## config.mk

```make
export PLATFORM = sky130hd
export DESIGN_NAME = pcu_top
export DESIGN_NICKNAME = d
export VERILOG_FILES = /design/src/hw/pcu_pkg.sv /design/src/hw/pcu_top.sv
export VERILOG_INCLUDE_DIRS = /design/src /design/src/hw
export SDC_FILE = /design/constraint.sdc
export NUM_CORES = 1
export LEC_CHECK = 0
export BUFFER_PORTS_ARGS = -buffer_cell sky130_fd_sc_hd__buf_2
export CORE_ASPECT_RATIO = 0.7
export CORE_MARGIN = 1
export CORE_UTILIZATION = 65
export DETAILED_ROUTE_END_ITERATION = 10
export GPL_ROUTABILITY_DRIVEN = 1
export PLACE_DENSITY_LB_ADDON = 0.08
export SKIP_CTS_REPAIR_TIMING = 1
export SLEW_MARGIN = 20
export SYNTH_ARGS = -nofsm -noshare
export SYNTH_HDL_FRONTEND = slang
export SYNTH_SLANG_ARGS = --single-unit
```

## constraint.sdc

```tcl
create_clock -name pclk -period 7.1 [get_ports pclk]
set_clock_uncertainty 0.2 [all_clocks]
set_input_delay 0.71 -clock pclk [delete_from_list [all_inputs] [get_ports pclk]]
set_output_delay 0.71 -clock pclk [all_outputs]
set_load 0.005 [all_outputs]
```

## src/hw/pcu_consts.svh

```systemverilog
// constants of the privileged call unit: register offsets, fields, resets
`ifndef PCU_CONSTS_SVH
`define PCU_CONSTS_SVH
`define PCU_OFF_CMD      8'h00
`define PCU_OFF_ARG0     8'h04
`define PCU_OFF_ARG1     8'h08
`define PCU_OFF_ARG2     8'h0C
`define PCU_OFF_RESULT   8'h10
`define PCU_OFF_PSTATUS  8'h14
`define PCU_OFF_INITIAL_KERNEL_STACK_PTR     8'h18
`define PCU_OFF_PDB      8'h1C
`define PCU_OFF_ASID     8'h20
`define PCU_OFF_MACHINE_CHECK_ERROR_SUMMARY     8'h24
`define PCU_OFF_EVT_ST   8'h28
`define PCU_OFF_EVT_CLR  8'h2C
`define PCU_OFF_EVT_EN   8'h30
`define PCU_OFF_VEC0     8'h34
`define PCU_OFF_FWBASE   8'h48
`define PCU_PSTAT_MODE   0
`define PCU_PSTAT_INTERRUPT_PRIORITY_LEVEL   8
`define PCU_PAGE_SHIFT   13
`define PCU_NUM_CLASSES  32'h0000_0005
`define PCU_EVT_ILLEGAL  0
`define PCU_EVT_PANIC    1
`define PCU_EVT_DONE     2
`define PCU_EVT_FWJUMP   3
`define PCU_MACHINE_CHECK_ERROR_SUMMARY_MCK     0
`define PCU_MACHINE_CHECK_ERROR_SUMMARY_SCE     1
`define PCU_MACHINE_CHECK_ERROR_SUMMARY_PCE     2
`define PCU_MACHINE_CHECK_ERROR_SUMMARY_DPC     3
`define PCU_MACHINE_CHECK_ERROR_SUMMARY_DSC     4
`define PCU_MACHINE_CHECK_ERROR_SUMMARY_DMK     5
`define PCU_RST_UMODE    1'h0
`define PCU_RST_INTERRUPT_PRIORITY_LEVEL     4'h0
`define PCU_RST_WORD     32'h0000_0000
`endif

```

## src/hw/pcu_pkg.sv

```systemverilog
// types of the privileged call unit
package pcu_pkg;
	typedef enum logic [1:0] {PCU_IDLE = 2'h0, PCU_EXEC = 2'h1, PCU_WREQ = 2'h3, PCU_WWAIT = 2'h2} pcu_fsm_t;
	typedef enum logic [3:0] {
		PCU_OP_NONE = 4'h0, PCU_OP_SWPIRQL = 4'h1, PCU_OP_SWPKSP = 4'h2, PCU_OP_SWPFW = 4'h3,
		PCU_OP_SWPSPACE = 4'h4, PCU_OP_INVALL = 4'h5, PCU_OP_INVMULT = 4'h6, PCU_OP_INVMULTID = 4'h7,
		PCU_OP_INVONE = 4'h8, PCU_OP_INVONEID = 4'h9, PCU_OP_WRENTRY = 4'hA, PCU_OP_WRERRSUM = 4'hB
	} pcu_op_t;
	typedef enum logic [1:0] {PCU_INV_ALL = 2'h0, PCU_INV_NONGLOBAL = 2'h1, PCU_INV_VA = 2'h2} pcu_inv_kind_t;
	typedef struct packed {
		logic          valid;
		pcu_inv_kind_t kind;
		logic          match_asid;
		logic [7:0]    asid;
		logic [31:0]   va;
	} pcu_inval_t;
	typedef struct packed {
		logic        req;
		logic [31:0] addr;
	} pcu_rd_t;
	typedef struct packed {
		pcu_fsm_t         fsm;
		pcu_op_t          op;
		logic [31:0]      arg0;
		logic [31:0]      arg1;
		logic [31:0]      arg2;
		logic [31:0]      result;
		logic             umode;
		logic [3:0]       interrupt_priority_level;
		logic [31:0]      initial_kernel_stack_ptr;
		logic [31:0]      pdb;
		logic [7:0]       asid;
		logic [5:0]       machine_check_error_summary;
		logic [3:0]       evt;
		logic [3:0]       evt_en;
		logic             irq;
		logic [4:0][31:0] vec;
		logic [31:0]      fw_base;
		logic             fw_jump;
		logic [31:0]      idx;
		logic [7:0]       walk_asid;
		pcu_inval_t       inval;
		pcu_rd_t          rd;
		logic [15:0]      irq_s1;
		logic [15:0]      irq_s2;
		logic [15:0]      irq_mask;
		logic             irq_pend;
		logic             pready;
		logic [31:0]      prdata;
		logic             pslverr;
	} pcu_state_t;
endpackage

```

## src/hw/pcu_top.sv

```systemverilog
// privileged call unit: apb registers, call sequencer, invalidation and vector state
`timescale 1ns/10ps
`include "pcu_consts.svh"

module pcu_top (
	// apb clock and reset
	input  wire logic               pclk,
	input  wire logic               presetn,
	// apb slave
	input  wire logic               psel,
	input  wire logic               penable,
	input  wire logic               pwrite,
	input  wire logic [7:0]         paddr,
	input  wire logic [31:0]        pwdata,
	output logic                    pready,
	output logic [31:0]             prdata,
	output logic                    pslverr,
	// interrupt request pins and their enables
	input  wire logic [15:0]        irq_lines,
	output logic [15:0]             irq_line_enable,
	output logic                    irq_line_pending,
	// machine check event pulses
	input  wire logic               mc_check_evt,
	input  wire logic               sys_corr_evt,
	input  wire logic               proc_corr_evt,
	// array read port for the multiple invalidate walk
	output pcu_pkg::pcu_rd_t        rd,
	input  wire logic               rd_valid,
	input  wire logic [31:0]        rd_data,
	// invalidation and firmware jump
	output pcu_pkg::pcu_inval_t     inval,
	output logic                    fw_jump,
	output logic [31:0]             fw_base,
	// event interrupt
	output logic                    irq
);
	import pcu_pkg::*;

	pcu_state_t s_q;
	pcu_state_t s_d;

	// levels strictly above the current one are enabled
	function automatic logic [15:0] level_mask(input logic [3:0] lvl);
		logic [15:0] m;
		m = '0;
		for (int i = 0; i < 16; i++) begin
			m[i] = (4'(i) > lvl);
		end
		return m;
	endfunction

	logic bus_wr;
	logic bus_rd;
	logic setup;
	logic [31:0] rdata;
	logic        hit;
	assign setup  = psel & ~penable;
	assign bus_wr = psel & penable & s_q.pready & pwrite;
	assign bus_rd = psel & ~penable & ~pwrite;

	// ==========================================================
	// read decode
	always_comb begin
		rdata = `PCU_RST_WORD;
		hit   = 1'b1;
		case (paddr)
			`PCU_OFF_CMD:     rdata = {28'h0, s_q.op};
			`PCU_OFF_ARG0:    rdata = s_q.arg0;
			`PCU_OFF_ARG1:    rdata = s_q.arg1;
			`PCU_OFF_ARG2:    rdata = s_q.arg2;
			`PCU_OFF_RESULT:  rdata = s_q.result;
			`PCU_OFF_PSTATUS: rdata = {20'h0, s_q.interrupt_priority_level, 7'h0, s_q.umode};
			`PCU_OFF_INITIAL_KERNEL_STACK_PTR:    rdata = s_q.initial_kernel_stack_ptr;
			`PCU_OFF_PDB:     rdata = s_q.pdb;
			`PCU_OFF_ASID:    rdata = {24'h0, s_q.asid};
			`PCU_OFF_MACHINE_CHECK_ERROR_SUMMARY:    rdata = {26'h0, s_q.machine_check_error_summary};
			`PCU_OFF_EVT_ST:  rdata = {28'h0, s_q.evt};
			`PCU_OFF_EVT_CLR: rdata = `PCU_RST_WORD;
			`PCU_OFF_EVT_EN:  rdata = {28'h0, s_q.evt_en};
			`PCU_OFF_FWBASE:  rdata = s_q.fw_base;
			default: begin
				if (paddr >= `PCU_OFF_VEC0 && paddr < `PCU_OFF_FWBASE && paddr[1:0] == 2'h0) begin
					rdata = s_q.vec[3'(8'(paddr - `PCU_OFF_VEC0) >> 2)];
				end else begin
					hit = 1'b0;
				end
			end
		endcase
	end

	// ==========================================================
	// next state
	always_comb begin
		logic [3:0] ev_set;
		logic [5:0] mc_set;
		logic [5:0] mc_clr;
		logic       busy_wr;
		ev_set  = 4'h0;
		mc_set  = 6'h0;
		mc_clr  = 6'h0;
		busy_wr = 1'b0;
		s_d     = s_q;

		// pin synchroniser, then masked pending
		s_d.irq_s1   = irq_lines;
		s_d.irq_s2   = s_q.irq_s1;
		s_d.irq_mask = level_mask(s_q.interrupt_priority_level);
		s_d.irq_pend = |(s_q.irq_s2 & s_q.irq_mask);

		// single-cycle pulses
		s_d.inval.valid = 1'b0;
		s_d.fw_jump     = 1'b0;

		// apb answer one cycle after setup
		s_d.pready  = setup;
		s_d.prdata  = bus_rd ? rdata : `PCU_RST_WORD;
		s_d.pslverr = setup & ~hit;
		if (setup && pwrite && paddr == `PCU_OFF_CMD && s_q.fsm != PCU_IDLE) begin
			s_d.pslverr = 1'b1;
		end

		// register writes
		if (bus_wr && !s_q.pslverr) begin
			case (paddr)
				`PCU_OFF_CMD: begin
					s_d.op  = pcu_op_t'(pwdata[3:0]);
					s_d.fsm = PCU_EXEC;
				end
				`PCU_OFF_ARG0:    s_d.arg0 = pwdata;
				`PCU_OFF_ARG1:    s_d.arg1 = pwdata;
				`PCU_OFF_ARG2:    s_d.arg2 = pwdata;
				`PCU_OFF_PSTATUS: begin
					s_d.umode = pwdata[`PCU_PSTAT_MODE];
					s_d.interrupt_priority_level  = pwdata[`PCU_PSTAT_INTERRUPT_PRIORITY_LEVEL +: 4];
				end
				`PCU_OFF_EVT_CLR: busy_wr = 1'b1;
				`PCU_OFF_EVT_EN:  s_d.evt_en = pwdata[3:0];
				default: ;
			endcase
		end

		// call sequencer
		case (s_q.fsm)
			PCU_IDLE: ;
			PCU_EXEC: begin
				s_d.fsm = PCU_IDLE;
				ev_set[`PCU_EVT_DONE] = 1'b1;
				if (s_q.umode) begin
					ev_set[`PCU_EVT_ILLEGAL] = 1'b1;
				end else begin
					case (s_q.op)
						PCU_OP_SWPIRQL: begin
							s_d.result = {28'h0, s_q.interrupt_priority_level};
							s_d.interrupt_priority_level   = s_q.arg0[3:0];
						end
						PCU_OP_SWPKSP: begin
							s_d.result = s_q.initial_kernel_stack_ptr;
							s_d.initial_kernel_stack_ptr   = s_q.arg0;
						end
						PCU_OP_SWPFW: begin
							s_d.fw_base = s_q.arg0;
							s_d.fw_jump = 1'b1;
							ev_set[`PCU_EVT_FWJUMP] = 1'b1;
						end
						PCU_OP_SWPSPACE: begin
							s_d.pdb  = s_q.arg0 << `PCU_PAGE_SHIFT;
							s_d.asid = s_q.arg1[7:0];
							if (s_q.arg2 != `PCU_RST_WORD) begin
								s_d.inval.valid = 1'b1;
								s_d.inval.kind  = PCU_INV_NONGLOBAL;
							end
						end
						PCU_OP_INVALL: begin
							s_d.inval.valid = 1'b1;
							s_d.inval.kind  = PCU_INV_ALL;
						end
						PCU_OP_INVMULT, PCU_OP_INVMULTID: begin
							s_d.idx       = `PCU_RST_WORD;
							s_d.walk_asid = (s_q.op == PCU_OP_INVMULT) ? s_q.asid : s_q.arg2[7:0];
							s_d.fsm       = (s_q.arg1 == `PCU_RST_WORD) ? PCU_IDLE : PCU_WREQ;
							ev_set[`PCU_EVT_DONE] = (s_q.arg1 == `PCU_RST_WORD);
						end
						PCU_OP_INVONE, PCU_OP_INVONEID: begin
							s_d.inval.valid      = 1'b1;
							s_d.inval.kind       = PCU_INV_VA;
							s_d.inval.va         = s_q.arg0;
							s_d.inval.match_asid = (s_q.op == PCU_OP_INVONEID);
							s_d.inval.asid       = s_q.arg1[7:0];
						end
						PCU_OP_WRENTRY: begin
							if (s_q.arg1 < `PCU_NUM_CLASSES) begin
								s_d.vec[s_q.arg1[2:0]] = s_q.arg0;
							end else begin
								ev_set[`PCU_EVT_PANIC] = 1'b1;
							end
						end
						PCU_OP_WRERRSUM: begin
							s_d.result = {26'h0, s_q.machine_check_error_summary};
							s_d.machine_check_error_summary[`PCU_MACHINE_CHECK_ERROR_SUMMARY_DPC +: 3] = s_q.arg0[5:3];
							mc_clr = {3'h0, s_q.arg0[2:0]};
						end
						default: ev_set[`PCU_EVT_ILLEGAL] = 1'b1;
					endcase
				end
			end
			PCU_WREQ: begin
				s_d.rd.req  = 1'b1;
				s_d.rd.addr = s_q.arg0 + {s_q.idx[29:0], 2'h0};
				s_d.fsm     = PCU_WWAIT;
			end
			PCU_WWAIT: begin
				s_d.rd.req = 1'b0;
				if (rd_valid) begin
					s_d.inval.valid      = 1'b1;
					s_d.inval.kind       = PCU_INV_VA;
					s_d.inval.va         = rd_data;
					s_d.inval.match_asid = 1'b1;
					s_d.inval.asid       = s_q.walk_asid;
					s_d.idx              = s_q.idx + 32'h1;
					if (s_q.idx + 32'h1 == s_q.arg1) begin
						s_d.fsm = PCU_IDLE;
						ev_set[`PCU_EVT_DONE] = 1'b1;
					end else begin
						s_d.fsm = PCU_WREQ;
					end
				end
			end
			default: s_d.fsm = PCU_IDLE;
		endcase
		// a call that starts the walk signals done only once, when the walk ends
		if (s_q.fsm == PCU_EXEC && !s_q.umode
			&& (s_q.op == PCU_OP_INVMULT || s_q.op == PCU_OP_INVMULTID) && s_q.arg1 != `PCU_RST_WORD) begin
			ev_set[`PCU_EVT_DONE] = 1'b0;
		end

		// machine check flags: hardware set wins over software clear
		// bit 0 check in progress, bit 1 system correctable, bit 2 processor correctable
		mc_set = {3'h0, proc_corr_evt, sys_corr_evt, mc_check_evt};
		s_d.machine_check_error_summary[2:0] = (s_q.machine_check_error_summary[2:0] & ~mc_clr[2:0]) | mc_set[2:0];

		// sticky events: set wins over clear
		s_d.evt = (s_q.evt & ~(busy_wr ? pwdata[3:0] : 4'h0)) | ev_set;
		s_d.irq = |(s_d.evt & s_d.evt_en);
	end

	// ==========================================================
	// state register
	always_ff @(posedge pclk or negedge presetn) begin
		if (!presetn) begin
			s_q       <= '0;
			s_q.fsm   <= PCU_IDLE;
			s_q.umode <= `PCU_RST_UMODE;
			s_q.interrupt_priority_level  <= `PCU_RST_INTERRUPT_PRIORITY_LEVEL;
		end else begin
			s_q <= s_d;
		end
	end

	assign pready           = s_q.pready;
	assign prdata           = s_q.prdata;
	assign pslverr          = s_q.pslverr;
	assign irq_line_enable  = s_q.irq_mask;
	assign irq_line_pending = s_q.irq_pend;
	assign rd               = s_q.rd;
	assign inval            = s_q.inval;
	assign fw_jump          = s_q.fw_jump;
	assign fw_base          = s_q.fw_base;
	assign irq              = s_q.irq;

	wire exec_priv = s_q.fsm == PCU_EXEC && !s_q.umode;
endmodule // pcu_top

```

Word level (Yosys, flattened, before mapping). Index checks and enable logic that the tools add are counted.

Mux-type cells: 65. $add $sub $neg: 3. Magnitude comparators: 22. Reductions and logical operators: 43. Equality and inequality tests: 34. Bitwise operators: 18.

Operators by type and width (count): case mux 32 bit (14 select lines) (1); two-way mux 32 bit (9); bitwise mux 160 bit (1); two-way mux 79 bit (2); two-way mux 102 bit (1); binary-select mux 32 bit (select 3 bit) (1); demux 32 bit (select 3 bit) (1); case mux 32 bit (3 select lines) (1); case mux 44 bit (2 select lines) (1); two-way mux 85 bit (1); two-way mux 40 bit (2); case mux 32 bit (2 select lines) (1); nonzero test 32 bit (2); two-way mux 44 bit (1); two-way mux 41 bit (1); equality test 8 x 6 -> 1 bit, second input constant (5); adder 32 x 1 -> 32 bit, second input constant (1); adder 32 bit (1); equality test 32 bit (1); equality test 8 x 5 -> 1 bit, second input constant (4); greater-than comparator 4 bit, first input constant (8); zero test 32 bit (1); < comparator 32 x 3 -> 1 bit, second input constant (1); two-way mux 4 bit (6); other kinds (54) (131).

Flip-flop bits (word level): 606. Output and inout bits: 162.

Longest topological paths before layout. Gate-level depths: netlist of the first run.

Depth in word-level cells: 11. Depth in mapped cells: 13. Mapped depth without buffers: 11.

Worst setup path before layout of the first run. OpenSTA, ideal clock, no wires.

Kind: input -> register. Start point: input port paddr[2]. End point: register s_q (netlist bit prdata[4]). Arrival: 3.345 ns. Path buffers: 4. Data required time: 6.768 ns. Cell stages on the path: 10. Path slack: 3.423 ns. Path through: clkbuf_1 buf_1 inv_1 ha_1 buf_1 clkbuf_1 mux4_2 a22o_1 a221oi_1 nor2_1.

RTL lines: start: declaration (line pcu_top.sv:13) `input wire logic [7:0] paddr,`; end: declaration (line pcu_top.sv:39) `pcu_state_t s_q;`.

Final worst setup path of the first run.
Start point: register s_q[583] in the netlist's numbering. End point: register s_q (netlist bit rd[30]).

Cells in the longest elaborated chain, start to end: 1.

Ends and longest elaborated chain: adder 32 bit (line pcu_top.sv:208) `s_d.rd.addr = s_q.arg0 + {s_q.idx[29:0], 2'h0};`.

Every way passes these cells. A chain may end at the register's enable or synchronous reset.

==> reports/qor.txt, run 1 <==
crit-path max FO - 14
RSZ-0062 raised after global routing - no
Buffers on Ports - 256
antenna-violating nets left - 0
Horiz. Die Dim - 257 um
Core Region - 45100 um2
HP Class - in -> reg
CTS tree - built
GRT Overall Usage - 37.2%
post-synthesis sequential area ratio - 50.8%
most common cell after layout, fill and taps aside - dfrtp_1
Setup TNS - 0 ns
post-DP HPWL - 57500 um
row cnt - 65
#FFs+latches synth - 603
drt wl/cell - 26.2 um
DR iter-0 viols - 2668
non-filler cells, final - 3309
unique cell type count in the Yosys netlist - 77
DRC Markers - 0
Final setup violation count - 0
GRT overflow - 0
status - finished, final reports clean
cells along the critical path - ha_1 -> inv_1 -> fa_1 -> nor2b_1 -> o31ai_1 -> a2111oi_0 -> nor3_1 -> o21ai_1 -> a31oi_1 -> and3_1 -> or3_1
Nets - 2800
DR pass1 iterations - 7
Starting Density - 65.9%
Area after DPL - 30200 um2
vias in the first global route - 21100
number of diodes - 0
Max Cap Viol - 0
Critical Path Source Type - register
Tmin final - 4.26 ns
post-route cell area - 32200 um2
WP data arrival - 4.54 ns
Final Cycle Share - 60.0%
Worst EP required - 7.38 ns
Setup WS pre-CTS - 2.56 ns
EDFF count, synth - 0
clock buffer depth - 3
crit path setup slack, layout - 2.84 ns
Die Area - 46500 um2
WP buf/inv - 1
Fin. Hold Viols - 0
WS Path Type - reg -> reg
clock latency on the worst-skew pair - 0.61 ns
Syn Std Cell Area - 29700 um2
Via density - 6.68
I/O pin cnt - 259
power per cell area - 241 nW/um2
CTS Buf Count - 56
fraction of registers with async set/reset - 100%
Root Driver - clkbuf_16
chip height - 181 um
CTS clock-pin slew for the worst setup and hold paths - 0.06 ns
first-pass GRT wire length - 131000 um
Clock Sinks - 603
most frequent cells in the layout - dfrtp_1, nand2_1, mux2_2
Layout fillers - 3227
GP Congestion - 0.964
CP max stage cell - dfrtp_1
VDD IR max - 0.000209 V
max_slew headroom - 24.6%
Slew @ Worst Pin - 1.13 ns
Max Clk Rate - 235 MHz
Area growth, synth to finish - 8.44%
Primary FF master, synth - dfrtp_1
Syn Nets - 2784
pins over their slew limit - 0
Leak - 15.9 nW
critical path's top delay family - compound AO/OA/AOI/OAI gates
pin count of the biggest net entering global routing - 164
via count - 22100
Avg Cell Area, Syn - 11.2 um2
Crit path largest cell delay - 0.81 ns
dpl cells - 3204
CTS H-tree depth - 2
layout cells sized above 1 - 28.4%
initial antenna violation count - 0
Post-Route WL - 86900 um
CP Capture Type - register
Mapped Cells - 2647
synth warn - 0
[flip-flops by register name, summed over array words and instances (netlist names), 15 cells and up]
signal           flops
s_q                427
inval               44
rd                  33
fw_base             32
prdata              32
irq_line_enable     15
s_d                 15
[path summary, 6_finish.rpt]
check / to / cells past startpoint / startpoint / slack [ns]
max: rd[30]$_DFFE_PN0P_ / 11 / s_q[583]$_DFFE_PN0P_ / 2.84
min: s_d[59]$_DFF_PN0_ / 1 / irq_lines[8] / 0.02
max reg2reg: rd[30]$_DFFE_PN0P_ / 11 / s_q[583]$_DFFE_PN0P_ / 2.84
min reg2reg: s_q[55]$_DFF_PN0_ / 0 / s_d[55]$_DFF_PN0_ / 0.15
max in group asynchronous: s_q[413]$_DFFE_PN0P_ / 3 / presetn / 4.72
min in group asynchronous: inval[6]$_DFFE_PN0P_ / 2 / presetn / 0.46
[cells in the mapped netlist, drive strengths merged, types with 3 or more instances]
library cell | instances | share of area (%)
nor3 | 41 | 0.72
o21ai | 102 | 1.7
o21bai | 3 | 0.076
nand3 | 33 | 0.59
nand4 | 20 | 0.54
xor2 | 25 | 0.74
nand2b | 15 | 0.32
and2 | 12 | 0.25
or3 | 3 | 0.063
a222oi | 34 | 1.1
a21o | 25 | 0.63
nand3b | 7 | 0.18
a2111oi | 7 | 0.25
o31ai | 12 | 0.30
mux2 | 318 | 12
o21a | 9 | 0.23
and4 | 3 | 0.089
ha | 39 | 1.6
a21oi | 45 | 0.77
nor2b | 8 | 0.17
a31o | 4 | 0.12
mux4 | 32 | 2.4
a221oi | 33 | 0.97
or2 | 3 | 0.063
a22o | 157 | 4.6
dfrtp | 603 | 51
mux2i | 16 | 0.54
xnor2 | 46 | 1.4
and3 | 10 | 0.21
a21boi | 8 | 0.20
o211ai | 9 | 0.23
a31oi | 29 | 0.61
nand2 | 408 | 5.2
a211oi | 8 | 0.20
clkbuf | 137 | 1.7
buf | 205 | 4.7
o41ai | 3 | 0.14
a22oi | 16 | 0.40
a41oi | 6 | 0.18
nor2 | 71 | 0.93
nor3b | 6 | 0.19
inv | 27 | 0.34
nor4 | 29 | 0.78
[stage by stage]
stage / hold WS (ns) / utilization, % / power [mW]
after floorplan: 0.131 / - / 4.33
after global placement: 0.133 / 67.1 / 4.62
after detailed placement: 0.136 / 67.1 / 4.64
after CTS: -0.0912 / 71.4 / 7.76
after global routing: 0.00263 / 71.5 / 8.02
final: 0.0176 / 71.5 / 7.76
[per-layer routing]
metal  routed length [um]  up-vias  global-route usage [%]
met3                 8200      174                    6.40
li1                     -     9439                       -
met5                    0        -                       0
met4                 2560        0                    10.2
met1                37900    11300                    56.9
met2                38200     1219                    55.2
[power by group]
group	total [mW]	switching (mW)	internal, mW
combinational	0.992	0.713	0.279
sequential	3.62	0.0809	3.54
clock	3.15	1.34	1.82
total	7.76	2.13	5.63
[cell families after synthesis]
kind of cell | after synthesis | synth area share, %
AO/OA/AOI/OAI | 525 | 13.3
XOR/XNOR | 71 | 2.09
adder cells (fa/ha/maj) | 40 | 1.71
buffers and inverters | 369 | 6.73
flip-flops | 603 | 50.8
multiplexers | 366 | 15.0
other | 1 | 0.0126
AND/OR/NAND/NOR | 672 | 10.3
[final cells by class]
| class | instances | area, um2 | area share (%) |
|---|---|---|---|
| multi-input cells | 1675 | 12700 | 39.4 |
| well taps | 603 | 754 | 2.34 |
| clock buffers | 83 | 1650 | 5.11 |
| repair buffers | 300 | 1660 | 5.16 |
| clock inverters | 18 | 262 | 0.812 |
| inverters | 27 | 101 | 0.315 |
| flip-flops and latches | 603 | 15100 | 46.9 |
Power figures use the tool's default switching activity.
==> run 2: changes to the inputs <==
--- a/config.mk
+++ b/config.mk
@@ -9,7 +9,7 @@
 export BUFFER_PORTS_ARGS = -buffer_cell sky130_fd_sc_hd__buf_2
 export CORE_ASPECT_RATIO = 0.7
 export CORE_MARGIN = 1
-export CORE_UTILIZATION = 65
+export CORE_UTILIZATION = 60
 export DETAILED_ROUTE_END_ITERATION = 10
 export GPL_ROUTABILITY_DRIVEN = 1
 export PLACE_DENSITY_LB_ADDON = 0.08
==> constraint.sdc (replaced) <==
create_clock -name pclk -period 4.2 [get_ports pclk]
set_clock_uncertainty 0.2 [all_clocks]
set_input_delay 0.42 -clock pclk [delete_from_list [all_inputs] [get_ports pclk]]
set_output_delay 0.42 -clock pclk [all_outputs]
set_load 0.005 [all_outputs]
==> reports/qor.txt, run 2 (synthesized netlist as in run 1, its figures left out) <==
CTS H-tree depth - 2
Starting Density - 61.4%
Core Region - 48400 um2
Biggest register - s_q
Root Driver - clkbuf_16
most frequent cells in the layout - dfrtp_1, nand2_1, mux2_2
drt wl/cell - 25.3 um
Worst EP required - 4.51 ns
first-pass GRT wire length - 131000 um
row cnt - 67
initial antenna violation count - 2
Fin. Hold Viols - 11
clock latency on the worst-skew pair - 0.65 ns
max reg flops - 427
Final setup violation count - 0
CTS clock-pin slew for the worst setup and hold paths - 0.06 ns
Max Clk Rate - 260 MHz
GRT overflow - 0
Via density - 6.37
WP data arrival - 4.15 ns
power per cell area - 402 nW/um2
worst hold slack - -0.0305 ns
layout cells sized above 1 - 29.2%
number of diodes - 0
Final Cycle Share - 91.5%
antenna-violating nets left - 0
Reg2Reg Setup Slack - 0.36 ns
CP Capture Type - register
via count - 22000
crit-path max FO - 6
reg2reg path depth - 12
Post-Route WL - 87400 um
pin count of the biggest net entering global routing - 108
RSZ-0062 raised after global routing - no
GP Congestion - 0.952
WS Path Type - reg -> reg
DR iter-0 viols - 2716
Critical Path Source Type - register
status - finished, violations left
Setup TNS - 0 ns
I/O pin cnt - 259
CTS Buf Count - 56
CTS tree - built
Horiz. Die Dim - 268 um
max_slew headroom - 30.9%
VDD IR max - 0.000320 V
Leak - 16.4 nW
Max Cap Viol - 0
Nets - 2892
DRC Markers - 0
failing checks - negative hold slack
HP Class - in -> reg
GRT Overall Usage - 34.5%
DR pass1 iterations - 6
chip height - 188 um
Buffers on Ports - 256
pins over their slew limit - 0
post-DP HPWL - 60100 um
Die Area - 50400 um2
Tmin final - 3.84 ns
most common cell after layout, fill and taps aside - dfrtp_1
Slew @ Worst Pin - 1.03 ns
vias in the first global route - 21300
Area growth, synth to finish - 12.1%
clock buffer depth - 3
hold path cells - 5
Clock Sinks - 603
run 2: changes by cell type in the layout (fill, tap and decap cells not counted), moves of 3 or more:
cell           change
buf_12             +9
buf_4             +34
clkbuf_1           -8
clkbuf_8           +4
clkinv_2           +5
clkinv_4           +3
dlygate4sd3_1     +50
run 2: area by class of cell:
class | instances | area, um2
clock buffer | 77 | 1620
clock inverter | 28 | 395
fill | 3579 | 15100
inverter | 27 | 101
multi-input combinational | 1675 | 12700
sequential | 603 | 15100
tap | 655 | 820
timing repair buffer | 392 | 2580
run 2: through the flow:
step                std cells  total power [mW]  utilization, %  worst slack [ns]  instance area (um2)
global placement         3298              7.87            63.5             0.678                30700
detailed placement       3298              7.92            63.5             0.532                30700
global route             3457              13.8            68.8             0.252                33300
floorplan                2647              7.31               -             0.813                29700
CTS                      3403              13.4            67.7             0.499                32700
finish                   3457              13.4            68.8             0.356                33300
run 2: power by group:
group	switching, mW	internal [mW]	leakage, nW
logic	1.22	0.548	7.09
clock network	2.34	3.15	0.987
registers	0.138	5.98	8.29
total	3.70	9.68	16.4
run 2: path summary, 6_finish.rpt:
path	startpoint	to
min	rd_data[3]	inval[3]$_DFFE_PN0P_
max in group asynchronous	presetn	prdata[11]$_DFF_PN0_
max	s_q[168]$_DFFE_PN0P_	rd[30]$_DFFE_PN0P_
min in group asynchronous	presetn	inval[2]$_DFFE_PN0P_
max reg2reg	s_q[168]$_DFFE_PN0P_	rd[30]$_DFFE_PN0P_
min reg2reg	s_d[65]$_DFF_PN0_	s_q[65]$_DFF_PN0_
run 2: worst max-delay path, cell delays in order (launching register included):
cell and delay [ns]:
dfrtp_1 0.45, ha_1 0.28, inv_1 0.08, fa_1 0.20, nor2b_1 0.07, o31ai_1 0.61
a2111oi_0 0.25, buf_4 0.21, nor3_1 0.42, o21ai_1 0.18, a31oi_1 0.29, a21oi_1 0.12
or3_1 0.37
run 2: metal layers:
| metal | up-vias | routed length, um | global-route usage, % |
|---|---|---|---|
| met4 | 0 | 2390 | 10.2 |
| met2 | 977 | 39400 | 51.3 |
| met1 | 11300 | 38800 | 51.5 |
| met5 | - | 0 | 0 |
| li1 | 9638 | - | - |
| met3 | 152 | 6850 | 6.59 |
==> run 3: changes to the inputs <==
--- a/config.mk
+++ b/config.mk
@@ -12,7 +12,7 @@
 export CORE_UTILIZATION = 60
 export DETAILED_ROUTE_END_ITERATION = 10
 export GPL_ROUTABILITY_DRIVEN = 1
-export PLACE_DENSITY_LB_ADDON = 0.08
+export PLACE_DENSITY = 0.82
 export SKIP_CTS_REPAIR_TIMING = 1
 export SLEW_MARGIN = 20
 export SYNTH_ARGS = -nofsm -noshare
==> reports/qor.txt, run 3 (synthesized netlist as in run 1, its figures left out) <==
Layout fillers - 3488
first-pass GRT wire length - 133000 um
GRT Overall Usage - 34.9%
Max Clk Rate - 253 MHz
Final Cycle Share - 94.0%
hold path start - rd_data[22]
clock latency on the worst-skew pair - 0.62 ns
GRT overflow - 0
clock power share - 41.9%
most frequent cells in the layout - dfrtp_1, nand2_1, mux2_2
Slew @ Worst Pin - 1.18 ns
I/O pin cnt - 259
Clock Sinks - 603
number of diodes - 0
vias in the first global route - 21900
Seq pwr share - 44.9%
Max Cap Viol - 0
Via density - 6.55
Buffers on Ports - 256
failing checks - negative hold slack
drt wl/cell - 25.6 um
Leak - 16.4 nW
power per cell area - 409 nW/um2
Sw Ratio - 27.4%
most common cell after layout, fill and taps aside - dfrtp_1
P_sw - 3.74 mW
Horiz. Die Dim - 268 um
RSZ-0062 raised after global routing - no
max reg flops - 427
max_slew headroom - 20.6%
chip height - 188 um
Comb pwr share - 13.2%
CP Capture Type - register
hold path cells - 4
Fin. Hold Viols - 4
VDD IR max - 0.000300 V
HP Class - in -> reg
reg2reg path depth - 12
antenna-violating nets left - 0
Starting Density - 61.4%
GP Congestion - 0.972
Die Area - 50400 um2
crit-path max FO - 6
layout cells sized above 1 - 29.4%
Reg2Reg Setup Slack - 0.25 ns
initial antenna violation count - 2
Final setup violation count - 0
Core Region - 48400 um2
Nets - 2891
Tmin final - 3.95 ns
Pint - 9.89 mW
WS Path Type - reg -> reg
post-DP HPWL - 60300 um
CTS clock-pin slew for the worst setup and hold paths - 0.07 ns
Power, Total - 13.6 mW
clock buffer depth - 3
Biggest register - s_q
CTS Buf Count - 56
Post-Route WL - 88500 um
area of the multi-input gates - 12700 um2
status - finished, violations left
pin count of the biggest net entering global routing - 99
Worst Hold Path EP - inval[22]$_DFFE_PN0P_
Setup TNS - 0 ns
via count - 22600
DRC Markers - 0
DR iter-0 viols - 3145
pins over their slew limit - 0
CTS tree - built
Critical Path Source Type - register
reg2reg start - s_q[168]$_DFFE_PN0P_
Root Driver - clkbuf_16
Area growth, synth to finish - 12.2%
Register Area - 15100 um2
row cnt - 67
DR pass1 iterations - 6
WP data arrival - 4.24 ns
reg-to-reg endpoint - rd[30]$_DFFE_PN0P_
Worst EP required - 4.50 ns
CTS H-tree depth - 2
worst hold slack - -0.0165 ns
-- run 3: cell types whose count changed in the layout (fill, tap and decap cells not counted), sizes merged --
cell         before  now
clkinv           18   15
clkbuf           77   70
bufinv            7   12
inv              27   29
dlygate4sd3      54   50
buf             338  341
clkinvlp          3    5
-- run 3: worst max-delay path by stage --
stage,to,slack [ns],cells after the start,from
finish,rd[30]$_DFFE_PN0P_,0.25,12,s_q[168]$_DFFE_PN0P_
global placement,rd[30]$_DFFE_PN0P_,0.64,12,s_q[168]$_DFFE_PN0P_
floorplan,prdata[4]$_DFF_PN0_,0.81,10,paddr[2]
global route,rd[30]$_DFFE_PN0P_,0.06,12,s_q[168]$_DFFE_PN0P_
CTS,rd[30]$_DFFE_PN0P_,0.31,12,s_q[168]$_DFFE_PN0P_
detailed placement,rd[30]$_DFFE_PN0P_,0.47,12,s_q[168]$_DFFE_PN0P_
-- run 3: cell type report --
cell class | count | area share [%]
repair buffers | 391 | 7.67
multi-input cells | 1675 | 38.1
well taps | 655 | 2.46
inverters | 27 | 0.304
flip-flops and latches | 603 | 45.3
clock buffers | 70 | 4.67
clock inverters | 34 | 1.53
-- run 3: power groups by stage --
stage	combinational, mW	sequential, mW	clock [mW]
2_1_floorplan	1.14	6.18	0
3_3_place_gp	1.66	6.21	0
3_5_place_dp	1.72	6.22	0
4_1_cts	1.72	6.12	5.75
5_1_grt	1.94	6.13	5.96
6_report	1.80	6.12	5.71
-- run 3: metal layers --
| layer | track usage, % | wire, um | vias to the layer above |
|---|---|---|---|
| li1 | - | - | 9617 |
| met1 | 49.9 | 36100 | 11500 |
| met2 | 52.6 | 39900 | 1321 |
| met3 | 8.48 | 9710 | 222 |
| met4 | 10.8 | 2710 | 2 |
| met5 | 0 | 13 | - |
-- run 3: per-stage QoR --
| step | utilization, % | setup slack, ns | std cells | instance area (um2) | hold WS, ns |
|---|---|---|---|---|---|
| floorplan | - | 0.813 | 2647 | 29700 | -0.0756 |
| global placement | 63.6 | 0.642 | 3301 | 30700 | 0.135 |
| detailed placement | 63.6 | 0.475 | 3301 | 30700 | 0.136 |
| CTS | 67.8 | 0.313 | 3405 | 32800 | -0.317 |
| global route | 68.9 | 0.0594 | 3455 | 33300 | 0.00465 |
| finish | 68.9 | 0.253 | 3455 | 33300 | -0.0165 |
-- run 3: worst max-delay path: stages (launching register included) --
cell	delay [ns]
dfrtp_1	0.47
ha_1	0.29
inv_1	0.09
fa_1	0.20
nor2b_1	0.07
o31ai_1	0.48
a2111oi_0	0.27
buf_4	0.20
nor3_1	0.55
o21ai_1	0.21
a31oi_1	0.29
a21oi_1	0.12
or3_1	0.37
